$ cat src/inc/vcmp_regs.svh
// Purpose: Register offsets, field positions, reset values and timing counts
// Assumes: APB byte addressing, one 32-bit word per register
// Notes: Printed offsets are indices; byte address is four times the index
`ifndef VCMP_REGS_SVH
`define VCMP_REGS_SVH

// ==========================================================
// Register indices and byte addresses
`define VCMP_IDX_MAIN 4'h0
`define VCMP_IDX_MUX 4'h2
`define VCMP_IDX_IRQEN 4'h6
`define VCMP_IDX_STAT 4'h7
`define VCMP_ADDR_W 6
`define VCMP_ADDR_MAIN 6'h00
`define VCMP_ADDR_MUX 6'h08
`define VCMP_ADDR_IRQEN 6'h18
`define VCMP_ADDR_STAT 6'h1c

// ==========================================================
// Field positions
`define VCMP_MAIN_ENABLE 0
`define VCMP_MAIN_HYS_LO 1
`define VCMP_MAIN_LP 3
`define VCMP_MAIN_EDGE_LO 4
`define VCMP_MAIN_PAD 6
`define VCMP_MAIN_RUNSTBY 7
`define VCMP_MUX_NEG_LO 0
`define VCMP_MUX_INVERT 7
`define VCMP_STAT_FLAG 0
`define VCMP_STAT_STATE 4

// ==========================================================
// Reset values and write masks
`define VCMP_RST_MAIN 8'h00
`define VCMP_RST_MUX 8'h00
`define VCMP_RST_IRQEN 8'h00
`define VCMP_MASK_MUX 8'h83
`define VCMP_MASK_IRQEN 8'h01

// ==========================================================
// Start-up times in ns and derived cycle counts at 10 MHz
`define VCMP_CLK_NS 100
`define VCMP_START_NS 2500
`define VCMP_VREF_START_NS 60000
`define VCMP_START_CYC ((`VCMP_START_NS + `VCMP_CLK_NS - 1) / `VCMP_CLK_NS)
`define VCMP_VREF_START_CYC ((`VCMP_VREF_START_NS + `VCMP_CLK_NS - 1) / `VCMP_CLK_NS)

`endif

$ cat src/inc/vcmp_pkg.sv
// Purpose: Types shared by the comparator control files
// Assumes: Nothing beyond the register header
// Notes: Field encodings as enums, core control as a packed struct
package vcmp_pkg;

	// ==========================================================
	// Edge selection for the interrupt flag
	typedef enum logic [1:0] {
		VCMP_EDGE_BOTH = 2'h0,
		VCMP_EDGE_RSVD = 2'h1,
		VCMP_EDGE_FALL = 2'h2,
		VCMP_EDGE_RISE = 2'h3
	} vcmp_edge_t;

	// Negative input source
	typedef enum logic [1:0] {
		VCMP_NEG_PIN = 2'h0,
		VCMP_NEG_RSVD = 2'h1,
		VCMP_NEG_VREF = 2'h2,
		VCMP_NEG_DAC = 2'h3
	} vcmp_neg_t;

	// Sleep states of the system
	typedef enum logic [1:0] {
		VCMP_SLP_ACTIVE = 2'h0,
		VCMP_SLP_IDLE = 2'h1,
		VCMP_SLP_STANDBY = 2'h2,
		VCMP_SLP_PDOWN = 2'h3
	} vcmp_sleep_t;

	// Controls carried to the analog core
	typedef struct packed {
		logic enable;
		logic low_current_select;
		logic [1:0] hysteresis_select;
		vcmp_neg_t negative_source_select;
	} vcmp_core_ctl_t;

endpackage : vcmp_pkg

$ cat src/logic/vcmp_sync.sv
// Purpose: Two-stage synchroniser plus edge register for the core output
// Assumes: Input is asynchronous to clk
// Notes: First stage is read only by the second stage
`timescale 1ns/100ps
module vcmp_sync (
	// Clock and reset
	input wire logic clk,
	input wire logic rst_n,
	// Data
	input wire logic async_in,
	output logic sync_out,
	output logic sync_prev
);
	import vcmp_pkg::*;

	logic s1_q, s1_d, s2_q, s2_d, s3_q, s3_d;

	// ==========================================================
	// Next values
	always_comb begin
		s1_d = async_in;
		s2_d = s1_q;
		s3_d = s2_q;
	end

	// Registers; third stage gives the previous value for edge detection
	always_ff @(posedge clk or negedge rst_n) begin
		if (!rst_n) begin
			s1_q <= 1'b0;
			s2_q <= 1'b0;
			s3_q <= 1'b0;
		end else begin
			s1_q <= s1_d;
			s2_q <= s2_d;
			s3_q <= s3_d;
		end
	end

	assign sync_out = s2_q;
	assign sync_prev = s3_q;
endmodule : vcmp_sync

$ cat src/logic/vcmp_startup.sv
// Purpose: Start-up timer that masks the result after enable
// Assumes: Count values given by the parent
// Notes: Restarts on every rising edge of enable
`timescale 1ns/100ps
module vcmp_startup #(
	parameter int CNT_W = 10
) (
	// Clock and reset
	input wire logic clk,
	input wire logic rst_n,
	// Control
	input wire logic enable,
	input wire logic [CNT_W-1:0] load_val,
	output logic ready
);
	import vcmp_pkg::*;

	logic [CNT_W-1:0] cnt_q, cnt_d;
	logic en_q, en_d;

	// ==========================================================
	// Load on enable rise, count down while enabled
	always_comb begin
		en_d = enable;
		cnt_d = cnt_q;
		if (!enable) begin
			cnt_d = '0;
		end else if (!en_q) begin
			cnt_d = load_val;
		end else if (cnt_q != '0) begin
			cnt_d = cnt_q - 1'b1;
		end
	end

	always_ff @(posedge clk or negedge rst_n) begin
		if (!rst_n) begin
			cnt_q <= '0;
			en_q <= 1'b0;
		end else begin
			cnt_q <= cnt_d;
			en_q <= en_d;
		end
	end

	// Valid once enabled for a cycle and the count is spent
	assign ready = enable && en_q && (cnt_q == '0);
endmodule : vcmp_startup

$ cat src/logic/vcmp_ctrl.sv
// Purpose: Control and status logic for one voltage comparator
// Assumes: APB slave, 10 MHz clock, analog core outside
// Notes: Core output is asynchronous and is synchronised here
//
// Functional notes
// - Result is one when positive exceeds negative
// - Result masked during start-up after enable
// - Pad drive enable puts result on pad
// - Two-bit hysteresis field, off plus three
// - Negative select: pin, DAC or reference
// - Low-current bit drives core reduced-current mode
// - Enabled block drives result as event
// - Flag sets on selected result transition
// - Interrupt enable bit gates the request
// - Request while enable and flag both set
// - Idle sleep behaves as active
// - Standby halts unless keep-running; no status update (the flag still updates in standby here while clk_kept is high)
// - Power-down disables comparison and pad drive
// - Debug halt neither stops nor resets
// - Peripheral clock only; no change protection
// - Edge codes: 0 both, 2 fall, 3 rise
// - Writing one clears flag, zero keeps
// - State bit follows result through synchroniser
// - Invert bit inverts result before all users
//
// Added by the designer: the APB slave port.
`timescale 1ns/100ps
`include "vcmp_regs.svh"
module vcmp_ctrl (
	// Clock and reset
	input wire logic clk,
	input wire logic rst_n,
	// APB slave
	input wire logic psel,
	input wire logic penable,
	input wire logic pwrite,
	input wire logic [`VCMP_ADDR_W-1:0] paddr,
	input wire logic [31:0] pwdata,
	input wire logic [3:0] pstrb,
	output logic [31:0] prdata,
	output logic pready,
	output logic pslverr,
	// System state
	input wire vcmp_pkg::vcmp_sleep_t sleep_state,
	input wire logic clk_kept,
	// Analog core
	input wire logic core_result,
	output vcmp_pkg::vcmp_core_ctl_t core_ctl,
	// Pad, event and interrupt
	output logic pad_out,
	output logic pad_oe_n,
	output logic compare_event,
	output logic compare_irq
);
	import vcmp_pkg::*;

	localparam int CNT_W = 10;
	localparam logic [CNT_W-1:0] START_CYC = CNT_W'(`VCMP_START_CYC);
	localparam logic [CNT_W-1:0] VREF_CYC = CNT_W'(`VCMP_VREF_START_CYC);

	// ==========================================================
	// Register state
	logic [7:0] main_q, main_d;
	logic [7:0] mux_q, mux_d;
	logic [7:0] irqen_q, irqen_d;
	logic flag_q, flag_d;
	logic pad_q, pad_d;
	logic evt_q, evt_d;
	logic [31:0] rdata_q, rdata_d;

	logic wr_acc, rd_acc, addr_ok, clr_hit;
	logic enabled, running, status_upd, ready;
	logic res_sync, res_prev, res_cur, res_old, edge_hit;
	logic inv;
	vcmp_edge_t edge_sel;

	// APB decode; no wait states, unmapped addresses answer with an error
	// Reads are fetched in the setup cycle so that prdata comes from a flop yet
	// already stands at the edge that completes the access phase
	assign wr_acc = psel && penable && pwrite;
	assign rd_acc = psel && !penable && !pwrite;
	assign addr_ok = (paddr == `VCMP_ADDR_MAIN) || (paddr == `VCMP_ADDR_MUX) ||
		(paddr == `VCMP_ADDR_IRQEN) || (paddr == `VCMP_ADDR_STAT);
	assign pready = 1'b1;
	assign pslverr = psel && penable && !addr_ok;
	assign prdata = rdata_q;

	// ==========================================================
	// Sleep handling
	// Power-down stops everything; standby only with keep_running_asleep
	// Idle and active differ only for the processor, so they share one branch
	always_comb begin
		enabled = main_q[`VCMP_MAIN_ENABLE];
		running = 1'b0;
		status_upd = 1'b0;
		case (sleep_state)
			VCMP_SLP_ACTIVE, VCMP_SLP_IDLE: begin
				running = enabled;
				status_upd = 1'b1;
			end
			VCMP_SLP_STANDBY: begin
				running = enabled && main_q[`VCMP_MAIN_RUNSTBY];
				status_upd = clk_kept;
			end
			VCMP_SLP_PDOWN: begin
				running = 1'b0;
				status_upd = 1'b0;
			end
			default: begin
				running = 1'b0;
				status_upd = 1'b0;
			end
		endcase
	end

	// Core control fields drive the analog core directly
	// Hysteresis and low current are passed through; the core gives them meaning
	always_comb begin
		core_ctl.enable = running;
		core_ctl.low_current_select = main_q[`VCMP_MAIN_LP];
		core_ctl.hysteresis_select = main_q[`VCMP_MAIN_HYS_LO +: 2];
		core_ctl.negative_source_select = vcmp_neg_t'(mux_q[`VCMP_MUX_NEG_LO +: 2]);
	end

	// ==========================================================
	// Result path: synchronise, then invert, then mask by start-up
	// Core is assumed to output one when positive exceeds negative
	vcmp_sync u_sync (
		.clk(clk),
		.rst_n(rst_n),
		.async_in(core_result),
		.sync_out(res_sync),
		.sync_prev(res_prev)
	);

	// Reference start-up is far longer, so it picks the longer load
	// A source change while enabled does not restart the timer; re-enable to wait again
	vcmp_startup #(.CNT_W(CNT_W)) u_start (
		.clk(clk),
		.rst_n(rst_n),
		.enable(running),
		.load_val((mux_q[`VCMP_MUX_NEG_LO +: 2] == VCMP_NEG_VREF) ? VREF_CYC : START_CYC),
		.ready(ready)
	);

	assign inv = mux_q[`VCMP_MUX_INVERT];
	assign res_cur = res_sync ^ inv;
	assign res_old = res_prev ^ inv;
	assign edge_sel = vcmp_edge_t'(main_q[`VCMP_MAIN_EDGE_LO +: 2]);

	// Edge qualifier; reserved code raises nothing
	// Both edge stages pass the same invert, so flipping it never fakes an edge
	always_comb begin
		case (edge_sel)
			VCMP_EDGE_BOTH: edge_hit = res_cur ^ res_old;
			VCMP_EDGE_FALL: edge_hit = !res_cur && res_old;
			VCMP_EDGE_RISE: edge_hit = res_cur && !res_old;
			default: edge_hit = 1'b0;
		endcase
	end

	// ==========================================================
	// Register writes and flag; no change protection on any register
	// Only byte lane zero carries register bits; other lanes are ignored
	assign clr_hit = wr_acc && (paddr == `VCMP_ADDR_STAT) && pstrb[0] && pwdata[`VCMP_STAT_FLAG];
	always_comb begin
		main_d = main_q;
		mux_d = mux_q;
		irqen_d = irqen_q;
		flag_d = flag_q;
		if (wr_acc && pstrb[0]) begin
			case (paddr)
				`VCMP_ADDR_MAIN: main_d = pwdata[7:0];
				`VCMP_ADDR_MUX: mux_d = pwdata[7:0] & `VCMP_MASK_MUX;
				`VCMP_ADDR_IRQEN: irqen_d = pwdata[7:0] & `VCMP_MASK_IRQEN;
				default: ;
			endcase
		end
		if (clr_hit) begin
			flag_d = 1'b0;
		end
		// Set wins over a clear in the same cycle
		if (ready && status_upd && edge_hit) begin
			flag_d = 1'b1;
		end
	end

	// Pad and event are registered; low while stopped or starting up
	always_comb begin
		evt_d = running && ready && res_cur;
		pad_d = running && ready && res_cur && main_q[`VCMP_MAIN_PAD];
	end

	// Read mux; state bit only valid while enabled
	always_comb begin
		rdata_d = 32'h0000_0000;
		if (rd_acc) begin
			case (paddr)
				`VCMP_ADDR_MAIN: rdata_d[7:0] = main_q;
				`VCMP_ADDR_MUX: rdata_d[7:0] = mux_q;
				`VCMP_ADDR_IRQEN: rdata_d[7:0] = irqen_q;
				`VCMP_ADDR_STAT: begin
					rdata_d[`VCMP_STAT_FLAG] = flag_q;
					rdata_d[`VCMP_STAT_STATE] = running && ready && res_cur;
				end
				default: rdata_d = 32'h0000_0000;
			endcase
		end
	end

	// All state on the peripheral clock; debug has no input here
	always_ff @(posedge clk or negedge rst_n) begin
		if (!rst_n) begin
			main_q <= `VCMP_RST_MAIN;
			mux_q <= `VCMP_RST_MUX;
			irqen_q <= `VCMP_RST_IRQEN;
			flag_q <= 1'b0;
			pad_q <= 1'b0;
			evt_q <= 1'b0;
			rdata_q <= 32'h0000_0000;
		end else begin
			main_q <= main_d;
			mux_q <= mux_d;
			irqen_q <= irqen_d;
			flag_q <= flag_d;
			pad_q <= pad_d;
			evt_q <= evt_d;
			rdata_q <= rdata_d;
		end
	end

	// Read data stands from its flop through the whole access phase
	assign pad_out = pad_q;
	assign pad_oe_n = !main_q[`VCMP_MAIN_PAD] || !running;
	assign compare_event = evt_q;
	assign compare_irq = flag_q && irqen_q[0];

	// ==========================================================
	// Checks
	// Flag set, clear and hold
	flag_set_a: assert property (@(posedge clk) disable iff (!rst_n)
		ready && status_upd && edge_hit |=> flag_q)
		else $error("flag did not set on qualified edge");
	flag_clr_a: assert property (@(posedge clk) disable iff (!rst_n)
		clr_hit && !(ready && status_upd && edge_hit) |=> !flag_q)
		else $error("flag not cleared by write of one");
	flag_keep_a: assert property (@(posedge clk) disable iff (!rst_n)
		flag_q && !clr_hit |=> flag_q)
		else $error("flag dropped without clear");
	rsvd_edge_a: assert property (@(posedge clk) disable iff (!rst_n)
		edge_sel == VCMP_EDGE_RSVD && !flag_q |=> !flag_q)
		else $error("reserved edge code raised a flag");

	// Interrupt request follows flag and enable
	irq_gate_a: assert property (@(posedge clk) disable iff (!rst_n)
		wr_acc && pstrb[0] && paddr == `VCMP_ADDR_IRQEN && !pwdata[0] |=> !compare_irq)
		else $error("interrupt not gated by enable");
	irq_hold_a: assert property (@(posedge clk) disable iff (!rst_n)
		compare_irq && !clr_hit && irqen_d[0] |=> compare_irq)
		else $error("request released before flag clear");

	// Sleep states
	pdown_pad_a: assert property (@(posedge clk) disable iff (!rst_n)
		sleep_state == VCMP_SLP_PDOWN |=> !pad_q && !compare_event)
		else $error("output active in power-down");
	pdown_oe_a: assert property (@(posedge clk) disable iff (!rst_n)
		sleep_state == VCMP_SLP_PDOWN |-> pad_oe_n && !core_ctl.enable)
		else $error("pad or core enabled in power-down");
	stby_halt_a: assert property (@(posedge clk) disable iff (!rst_n)
		sleep_state == VCMP_SLP_STANDBY && !main_q[`VCMP_MAIN_RUNSTBY] |-> pad_oe_n)
		else $error("pad driven in halted standby");
	stby_run_a: assert property (@(posedge clk) disable iff (!rst_n)
		sleep_state == VCMP_SLP_STANDBY && main_q[`VCMP_MAIN_RUNSTBY] && enabled |-> core_ctl.enable)
		else $error("keep-running core stopped in standby");
	stby_flag_a: assert property (@(posedge clk) disable iff (!rst_n)
		sleep_state == VCMP_SLP_STANDBY && !clk_kept && !flag_q |=> !flag_q)
		else $error("flag updated in standby without clock");

	// Start-up and result paths
	start_mask_a: assert property (@(posedge clk) disable iff (!rst_n)
		$rose(running) |=> !ready [*8])
		else $error("result valid too early after enable");
	event_path_a: assert property (@(posedge clk) disable iff (!rst_n)
		running && ready && $past(running) |=> compare_event == $past(res_cur))
		else $error("event does not follow result");
	pad_path_a: assert property (@(posedge clk) disable iff (!rst_n)
		running && ready && main_q[`VCMP_MAIN_PAD] |=> pad_q == $past(res_cur))
		else $error("pad does not follow result");

	// Register writes
	wr_land_a: assert property (@(posedge clk) disable iff (!rst_n)
		wr_acc && pstrb[0] && paddr == `VCMP_ADDR_MAIN |=> main_q == $past(pwdata[7:0]))
		else $error("control write did not land");
	mux_land_a: assert property (@(posedge clk) disable iff (!rst_n)
		wr_acc && pstrb[0] && paddr == `VCMP_ADDR_MUX |=> mux_q == ($past(pwdata[7:0]) & `VCMP_MASK_MUX))
		else $error("source select write did not land");

	// Main scenarios
	flag_set_c: cover property (@(posedge clk) disable iff (!rst_n) $rose(flag_q));
	irq_c: cover property (@(posedge clk) disable iff (!rst_n) $rose(compare_irq));
	stby_run_c: cover property (@(posedge clk) disable iff (!rst_n)
		sleep_state == VCMP_SLP_STANDBY && running);
	pad_c: cover property (@(posedge clk) disable iff (!rst_n) $rose(pad_q));
	vref_start_c: cover property (@(posedge clk) disable iff (!rst_n)
		$rose(running) && mux_q[`VCMP_MUX_NEG_LO +: 2] == VCMP_NEG_VREF);
endmodule : vcmp_ctrl

$ cat config.mk
export PLATFORM = sky130hd
export DESIGN_NAME = vcmp_ctrl
export DESIGN_NICKNAME = d
export VERILOG_FILES = /design/src/inc/vcmp_pkg.sv /design/src/logic/vcmp_sync.sv /design/src/logic/vcmp_startup.sv /design/src/logic/vcmp_ctrl.sv
export VERILOG_INCLUDE_DIRS = /design/src /design/src/inc
export SDC_FILE = /design/constraint.sdc
export NUM_CORES = 1
export LEC_CHECK = 0
export ABC_AREA = 1
export BUFFER_PORTS_ARGS = -buffer_cell sky130_fd_sc_hd__buf_4
export CORE_MARGIN = 10
export CORE_UTILIZATION = 40
export CTS_CLUSTER_DIAMETER = 120
export CTS_CLUSTER_SIZE = 8
export DETAILED_ROUTE_END_ITERATION = 10
export PLACE_DENSITY = 0.82
export SLEW_MARGIN = 15
export SYNTH_ARGS = -nofsm -noshare
export SYNTH_HDL_FRONTEND = slang
export SYNTH_SLANG_ARGS = --single-unit
$ cat constraint.sdc
create_clock -name clk -period 1.4 [get_ports clk]
set_clock_uncertainty 0.05 [all_clocks]
set_input_delay 0.21 -clock clk [delete_from_list [all_inputs] [get_ports clk]]
set_output_delay 0.21 -clock clk [all_outputs]
set_load 0.01 [all_outputs]
==> run summary, run 1 <==
outcome: finished with violations
failing checks: negative setup slack
global-route wire length before repair: 8790 um
Max Buffers Root-to-Sink: 2
area grow syn2layout: 37.11%
Final HPWL DP: 3791 um
Ports: 95
# nets final: 368
Total Die Area: 8431 um2
Crit. End Element: flip-flop
DRC Markers: 0
CTS clk-pin slew, worst paths: 0.07 ns
Crit path required time: 1.56 ns
critical path class: reg2reg
static leakage power: 1.417 nW
Max FO, Critical Path: 3
Die H: 91.82 um
Max VDD drop: 0.5551 mV
RSZ-0062 raised after global routing: yes
placed cell count: 364
FF+latch count, synth: 37
CTS buffer count: 5
syn_area_per_cell: 8.319 um2
antenna violations before repair: 0
Row Count: 26
post-synth cell types: 30
Wirelength per Cell: 14.37 um
Initial Utilization: 40.92%
Total GRT Usage: 12.80%
die width: 91.82 um
Final setup viols: 11
Core Region: 5042 um2
largest net degree at the start of global routing: 38
Final Hold Fails: 0
Final ANT Viol Nets: 0
Net Sw Power: 0.7648 mW
CTS H-tree lvls: 2
PortBufs: 42
Post-Route WL: 5518 um
Clock Power Share: 29.4%
minimum hold slack: 0.07037 ns
FMAX: 0.6602 GHz
Cells after Synth: 248
crit share post-route: 108.2%
Cell Area, Synth: 2063 um2
worst-skew pair later-pin latency: 0.30 ns
Synth Warn #: 0
commonest non-fill, non-tap cell in the layout: buf_4
Final min period: 1.515 ns
DR vias: 1,761
Internal: 1.726 mW
most frequent cells in the layout: buf_4 (59), nand2_1 (36), dfrtp_1 (35)
layout cell share with drive strength beyond 1: 40.76%
Seq/Total Area, Yosys: 44.88%
Pwr per Cell Area: 880.6 nW/um2
number of global-route vias before repair: 1,924
n_diodes: 0
Sequential Power Share: 47.2%
worst hold path type: in2reg
Overflow after GRT: 0
Slew Limit Fails: 0
max_cap viols: 0
Worst EP arrival: 1.68 ns
Final Core Density: 56.10%
via density per instance: 4.586
final worst setup slack: -0.1148 ns
element type at the critical path start: flip-flop
Sw Share: 30.70%
gp weighted congestion: 0.8864
Post-Layout Cell Count: 384
DR pass1 iterations: 4
Combinational Power Share: 23.5%
Post-Place Worst Slack: -0.1297 ns
clock sinks: 37
TritonCTS clock tree: yes
Initial DRC Count: 70
clk root buf: clkbuf_8
## area by class of cell
class | instances | area (um2)
timing repair buffer | 69 | 561.8
sequential | 37 | 928.4
inverter | 30 | 116.4
clock inverter | 2 | 10.01
fill | 453 | 2213
multi-input combinational | 170 | 1052
clock buffer | 6 | 72.57
tap | 70 | 87.58
## worst paths after layout
path / startpoint / cells past startpoint / slack (ns) / to
setup / recovery: u_start.cnt_q[0] / 9 / -0.11 / prdata[4]
hold / removal: pwdata[3] / 3 / 0.07 / main_q[3]
setup reg to reg: u_start.cnt_q[0] / 9 / -0.11 / prdata[4]
hold reg to reg: u_sync.s1_q / 0 / 0.30 / u_sync.sync_out
max in group asynchronous: rst_n / 2 / 0.59 / u_sync.sync_out
min in group asynchronous: rst_n / 2 / 0.37 / main_q[0]
## critical path: stages (launching register included)
cell and delay [ns]:
dfrtp_1 0.41, inv_2 0.12, ha_4 0.15, nand2_2 0.05
clkinv_2 0.05, nand3_2 0.07, nor2_4 0.16, buf_6 0.12
nand4_1 0.09, a21oi_2 0.18
## routing by layer
metal	part of all wire [%]	up-vias	global-route usage, %
met2	54	57	21.92
li1	-	857	-
met3	6.9	11	5.134
met1	37	836	13.16
met4	2.1	0	6.941
met5	0	-	0
## power by group through the flow
stage | clock network [mW] | logic, mW | registers, mW
final | 0.732 | 0.584 | 1.17
after global routing | 0.791 | 0.650 | 1.18
after CTS | 0.746 | 0.521 | 1.17
after detailed placement | 0 | 0.428 | 1.19
after global placement | 0 | 0.417 | 1.18
after floorplan | 0 | 0.309 | 1.17
## cell usage after synthesis
cell type	count	share of area (%)
a21boi_0	1	0.36
a21oi_1	9	2.2
a31oi_1	1	0.30
buf_4	31	11
buf_6	2	1.1
clkbuf_1	1	0.18
clkinv_1	1	0.18
conb_1	2	0.36
dfrtp_1	37	45
ha_1	4	2.4
inv_1	29	5.3
nand2_1	46	8.4
nand2_2	1	0.30
nand3_1	9	2.2
nand3_4	1	0.85
nand3b_1	1	0.36
nand4_1	6	1.8
nor2_1	26	4.7
nor2_2	2	0.61
nor2_4	3	1.6
nor3_1	7	1.7
nor3_2	1	0.49
nor3_4	1	0.79
nor4_1	1	0.30
o21ai_0	15	3.6
o21ai_1	3	0.73
o21ai_2	2	0.85
or3b_2	1	0.42
xnor2_1	1	0.42
xor2_1	3	1.3
## what timing repair did
action	4_1_cts	5_1_grt
endpoints found under the hold margin	38	0
buffers inserted	8	2
resized for setup	32	28
endpoints found under the setup margin	15	17
pin swaps	13	18
hold buffers	2	0
## cell families (layout without fill, tap and decap cells)
family,after synthesis,count (layout),synth area share [%]
DFF,37,37,44.88
xor gates and xnor gates,4,4,1.698
and+or+nand+nor,106,106,24.56
adders and majority gates,4,4,2.426
other,2,25,0.3640
AOI/OAI and AO/OA,31,31,8.066
buffers and inverters,64,107,18.01
## stage by stage
step | TNS, ns | cell area [um2] | power, mW
global route | -1.892 | 2829 | 2.623
detailed placement | -1.012 | 2425 | 1.614
global placement | -0.7022 | 2425 | 1.599
floorplan | 0 | 2156 | 1.484
CTS | -0.1380 | 2703 | 2.434
finish | -0.6673 | 2829 | 2.491
## sequential cells by signal (all words and copies together), names as in the netlist
| signal | flops |
|---|---|
| u_start.cnt_q | 10 |
| main_q | 8 |
| prdata | 8 |
| mux_q | 3 |
| compare_event | 1 |
| flag_q | 1 |
| irqen_q | 1 |
| pad_out | 1 |
| u_start.en_q | 1 |
| u_sync.s1_q | 1 |
| u_sync.sync_out | 1 |
| u_sync.sync_prev | 1 |
No activity file was read; power rests on OpenSTA's default activity.
==> run 2: changes to the inputs <==
ABC_AREA = not set   (was 1)
==> run 2 against run 1 <==
The flow still finishes with violations (negative setup slack). Flip-flop and latch count stayed put. Cell count decreased by 8.9%. Utilization grew 9.0 points. Sequential share of layout area decreased by 3.0 points. Synthesized cell count fell by 26%. Power shrank 5.4%. Setup slack got worse by 0.22 ns.
==> run summary, run 2 <==
most frequent cells in the layout: buf_4 (85), dfrtp_1 (34), conb_1 (25)
gp weighted congestion: 0.9120
failing checks: negative setup slack
DR pass1 iterations: 4
Initial Utilization: 41.88%
Wirelength per Cell: 16.30 um
EDFF count, synth: 0
Final HPWL DP: 3892 um
Row Count: 25
minimum hold slack: 0.1007 ns
Max VDD drop: 0.4599 mV
Max Buffers Root-to-Sink: 2
Combinational Power Share: 12.8%
syn_area_per_cell: 10.89 um2
Cells after Synth: 184
clk root buf: clkbuf_8
Crit path required time: 1.52 ns
Slew Limit Fails: 0
die width: 90.79 um
Seq/Total Area, Yosys: 46.19%
Overflow after GRT: 0
CTS clk-pin slew, worst paths: 0.07 ns
Final setup viols: 15
element type at the critical path start: flip-flop
share of the synthesized area in the top cell type: 46.19%
DR vias: 1,665
Pwr per Cell Area: 755.7 nW/um2
Sw Share: 23.07%
top cells by area, synth: dfrtp_1 (46%), buf_4 (12%), mux2_2 (7.3%)
Total GRT Usage: 13.05%
Fin Setup TNS: -2.919 ns
CTS H-tree lvls: 2
Synth Warn #: 0
final worst setup slack: -0.3359 ns
max_cap viols: 0
# nets final: 337
Main synth FF type: dfrtp_1
CTS buffer count: 5
max reg flops: 10
TritonCTS clock tree: yes
worst-skew pair later-pin latency: 0.29 ns
Ports: 95
Core Region: 4786 um2
Final Core Density: 65.15%
Total Die Area: 8243 um2
Sequential Power Share: 46.7%
critical path class: reg2reg
outcome: finished with violations
Max FO, Critical Path: 2
Final min period: 1.736 ns
n_diodes: 0
Final ANT Viol Nets: 0
Pwr Total: 2.356 mW
post-synth cell types: 39
via density per instance: 4.757
Crit. End Element: flip-flop
DRC Markers: 0
# fillers: 349
Internal: 1.813 mW
Worst EP arrival: 1.86 ns
RSZ-0062 raised after global routing: yes
PortBufs: 42
top-count cell post-synth: dfrtp_1
number of global-route vias before repair: 1,855
FMAX: 0.5761 GHz
Net Sw Power: 0.5437 mW
Initial DRC Count: 98
antenna violations before repair: 0
largest net degree at the start of global routing: 38
global-route wire length before repair: 8845 um
worst hold path type: in2reg
FF+latch count, synth: 37
Clock Power Share: 40.6%
Final Hold Fails: 0
crit share post-route: 124.0%
Cell Area, Synth: 2004 um2
commonest non-fill, non-tap cell in the layout: buf_4
most flop-heavy register: u_start.cnt_q
static leakage power: 1.594 nW
area grow syn2layout: 55.56%
Die H: 90.79 um
layout cell share with drive strength beyond 1: 56.89%
Commonest cells post-synth: dfrtp_1 (37), buf_4 (31), nor2_1 (14)
clock sinks: 37
async set-or-reset flop fraction in the synthesized netlist: 100.0%
Synth area leader: dfrtp_1
Post-Route WL: 5705 um
run 2: cell count changes after synthesis, moves of 8 or more:
cell,delta
nand2_1,-35
inv_1,-21
o21ai_0,-11
mux2_2,+13
nand3_1,-8
nor2_1,-12
run 2: cells by family (layout without fill, tap and decap cells):
logic type      after synthesis  in the layout  synth area share, %
simple gates                 52             52                16.29
buf+inv                      40            116                13.30
flops                        37             37                46.19
compound gates               23             23                8.115
mux                          17             17                9.301
xor+xnor                      9              9                3.933
fa+ha+maj                     4              4                2.497
other cells                   2             25               0.3747
run 2: area by class of cell:
| class | count | area (um2) | area share [%] |
|---|---|---|---|
| clock inverter | 1 | 30.03 | 0.9631 |
| inverter | 8 | 32.53 | 1.043 |
| clock buffer | 7 | 86.33 | 2.769 |
| sequential | 37 | 929.6 | 29.82 |
| timing repair buffer | 100 | 822.0 | 26.36 |
| multi-input combinational | 130 | 1134 | 36.36 |
| tap | 67 | 83.83 | 2.689 |
run 2: per-stage QoR:
step	setup slack [ns]	instance area, um2	instances
detailed placement	-0.2196	2628	322
floorplan	-0.2349	2167	207
global route	-0.3686	3118	350
CTS	-0.2966	2998	348
global placement	-0.1786	2628	322
finish	-0.3359	3118	350
run 2: power by group through the flow:
stage	logic (mW)	registers, mW	clock network (mW)
detailed placement	0.249	1.12	0
CTS	0.284	1.10	0.965
floorplan	0.170	1.12	0
global route	0.330	1.10	1.01
finish	0.301	1.10	0.956
global placement	0.242	1.12	0
run 2: final timing paths:
path	start	end	slack (ns)	cells past startpoint
worst max-delay path	u_start.cnt_q[1]	u_start.cnt_q[5]	-0.34	5
worst min-delay path	pwdata[2]	main_q[2]	0.10	2
worst max register to register	u_start.cnt_q[1]	u_start.cnt_q[5]	-0.34	5
worst min register to register	u_sync.s1_q	u_sync.sync_out	0.31	0
max in group asynchronous	rst_n	u_start.cnt_q[2]	0.57	2
min in group asynchronous	rst_n	mux_q[1]	0.37	2
run 2: what timing repair did:
action	CTS	global route
setup buffers	18	6
hold endpoints to repair	38	0
hold buffers	2	0
endpoints found under the setup margin	16	16
pin swaps	22	22
resized for setup	29	22
run 2: critical path, cell delays in order, from the launching register on:
cell	delay, ns
dfrtp_1	0.40
buf_4	0.14
or4_4	0.53
a311oi_2	0.25
xnor2_1	0.17
nor2_1	0.08
run 2: metal layers:
| layer | GRT usage (%) | share of wire [%] | up-vias |
|---|---|---|---|
| met3 | 4.489 | 6.0 | 8 |
| met4 | 4.047 | 1.3 | 0 |
| met5 | 0 | 0 | - |
| met2 | 23.32 | 53 | 59 |
| met1 | 14.10 | 40 | 823 |
| li1 | - | - | 775 |
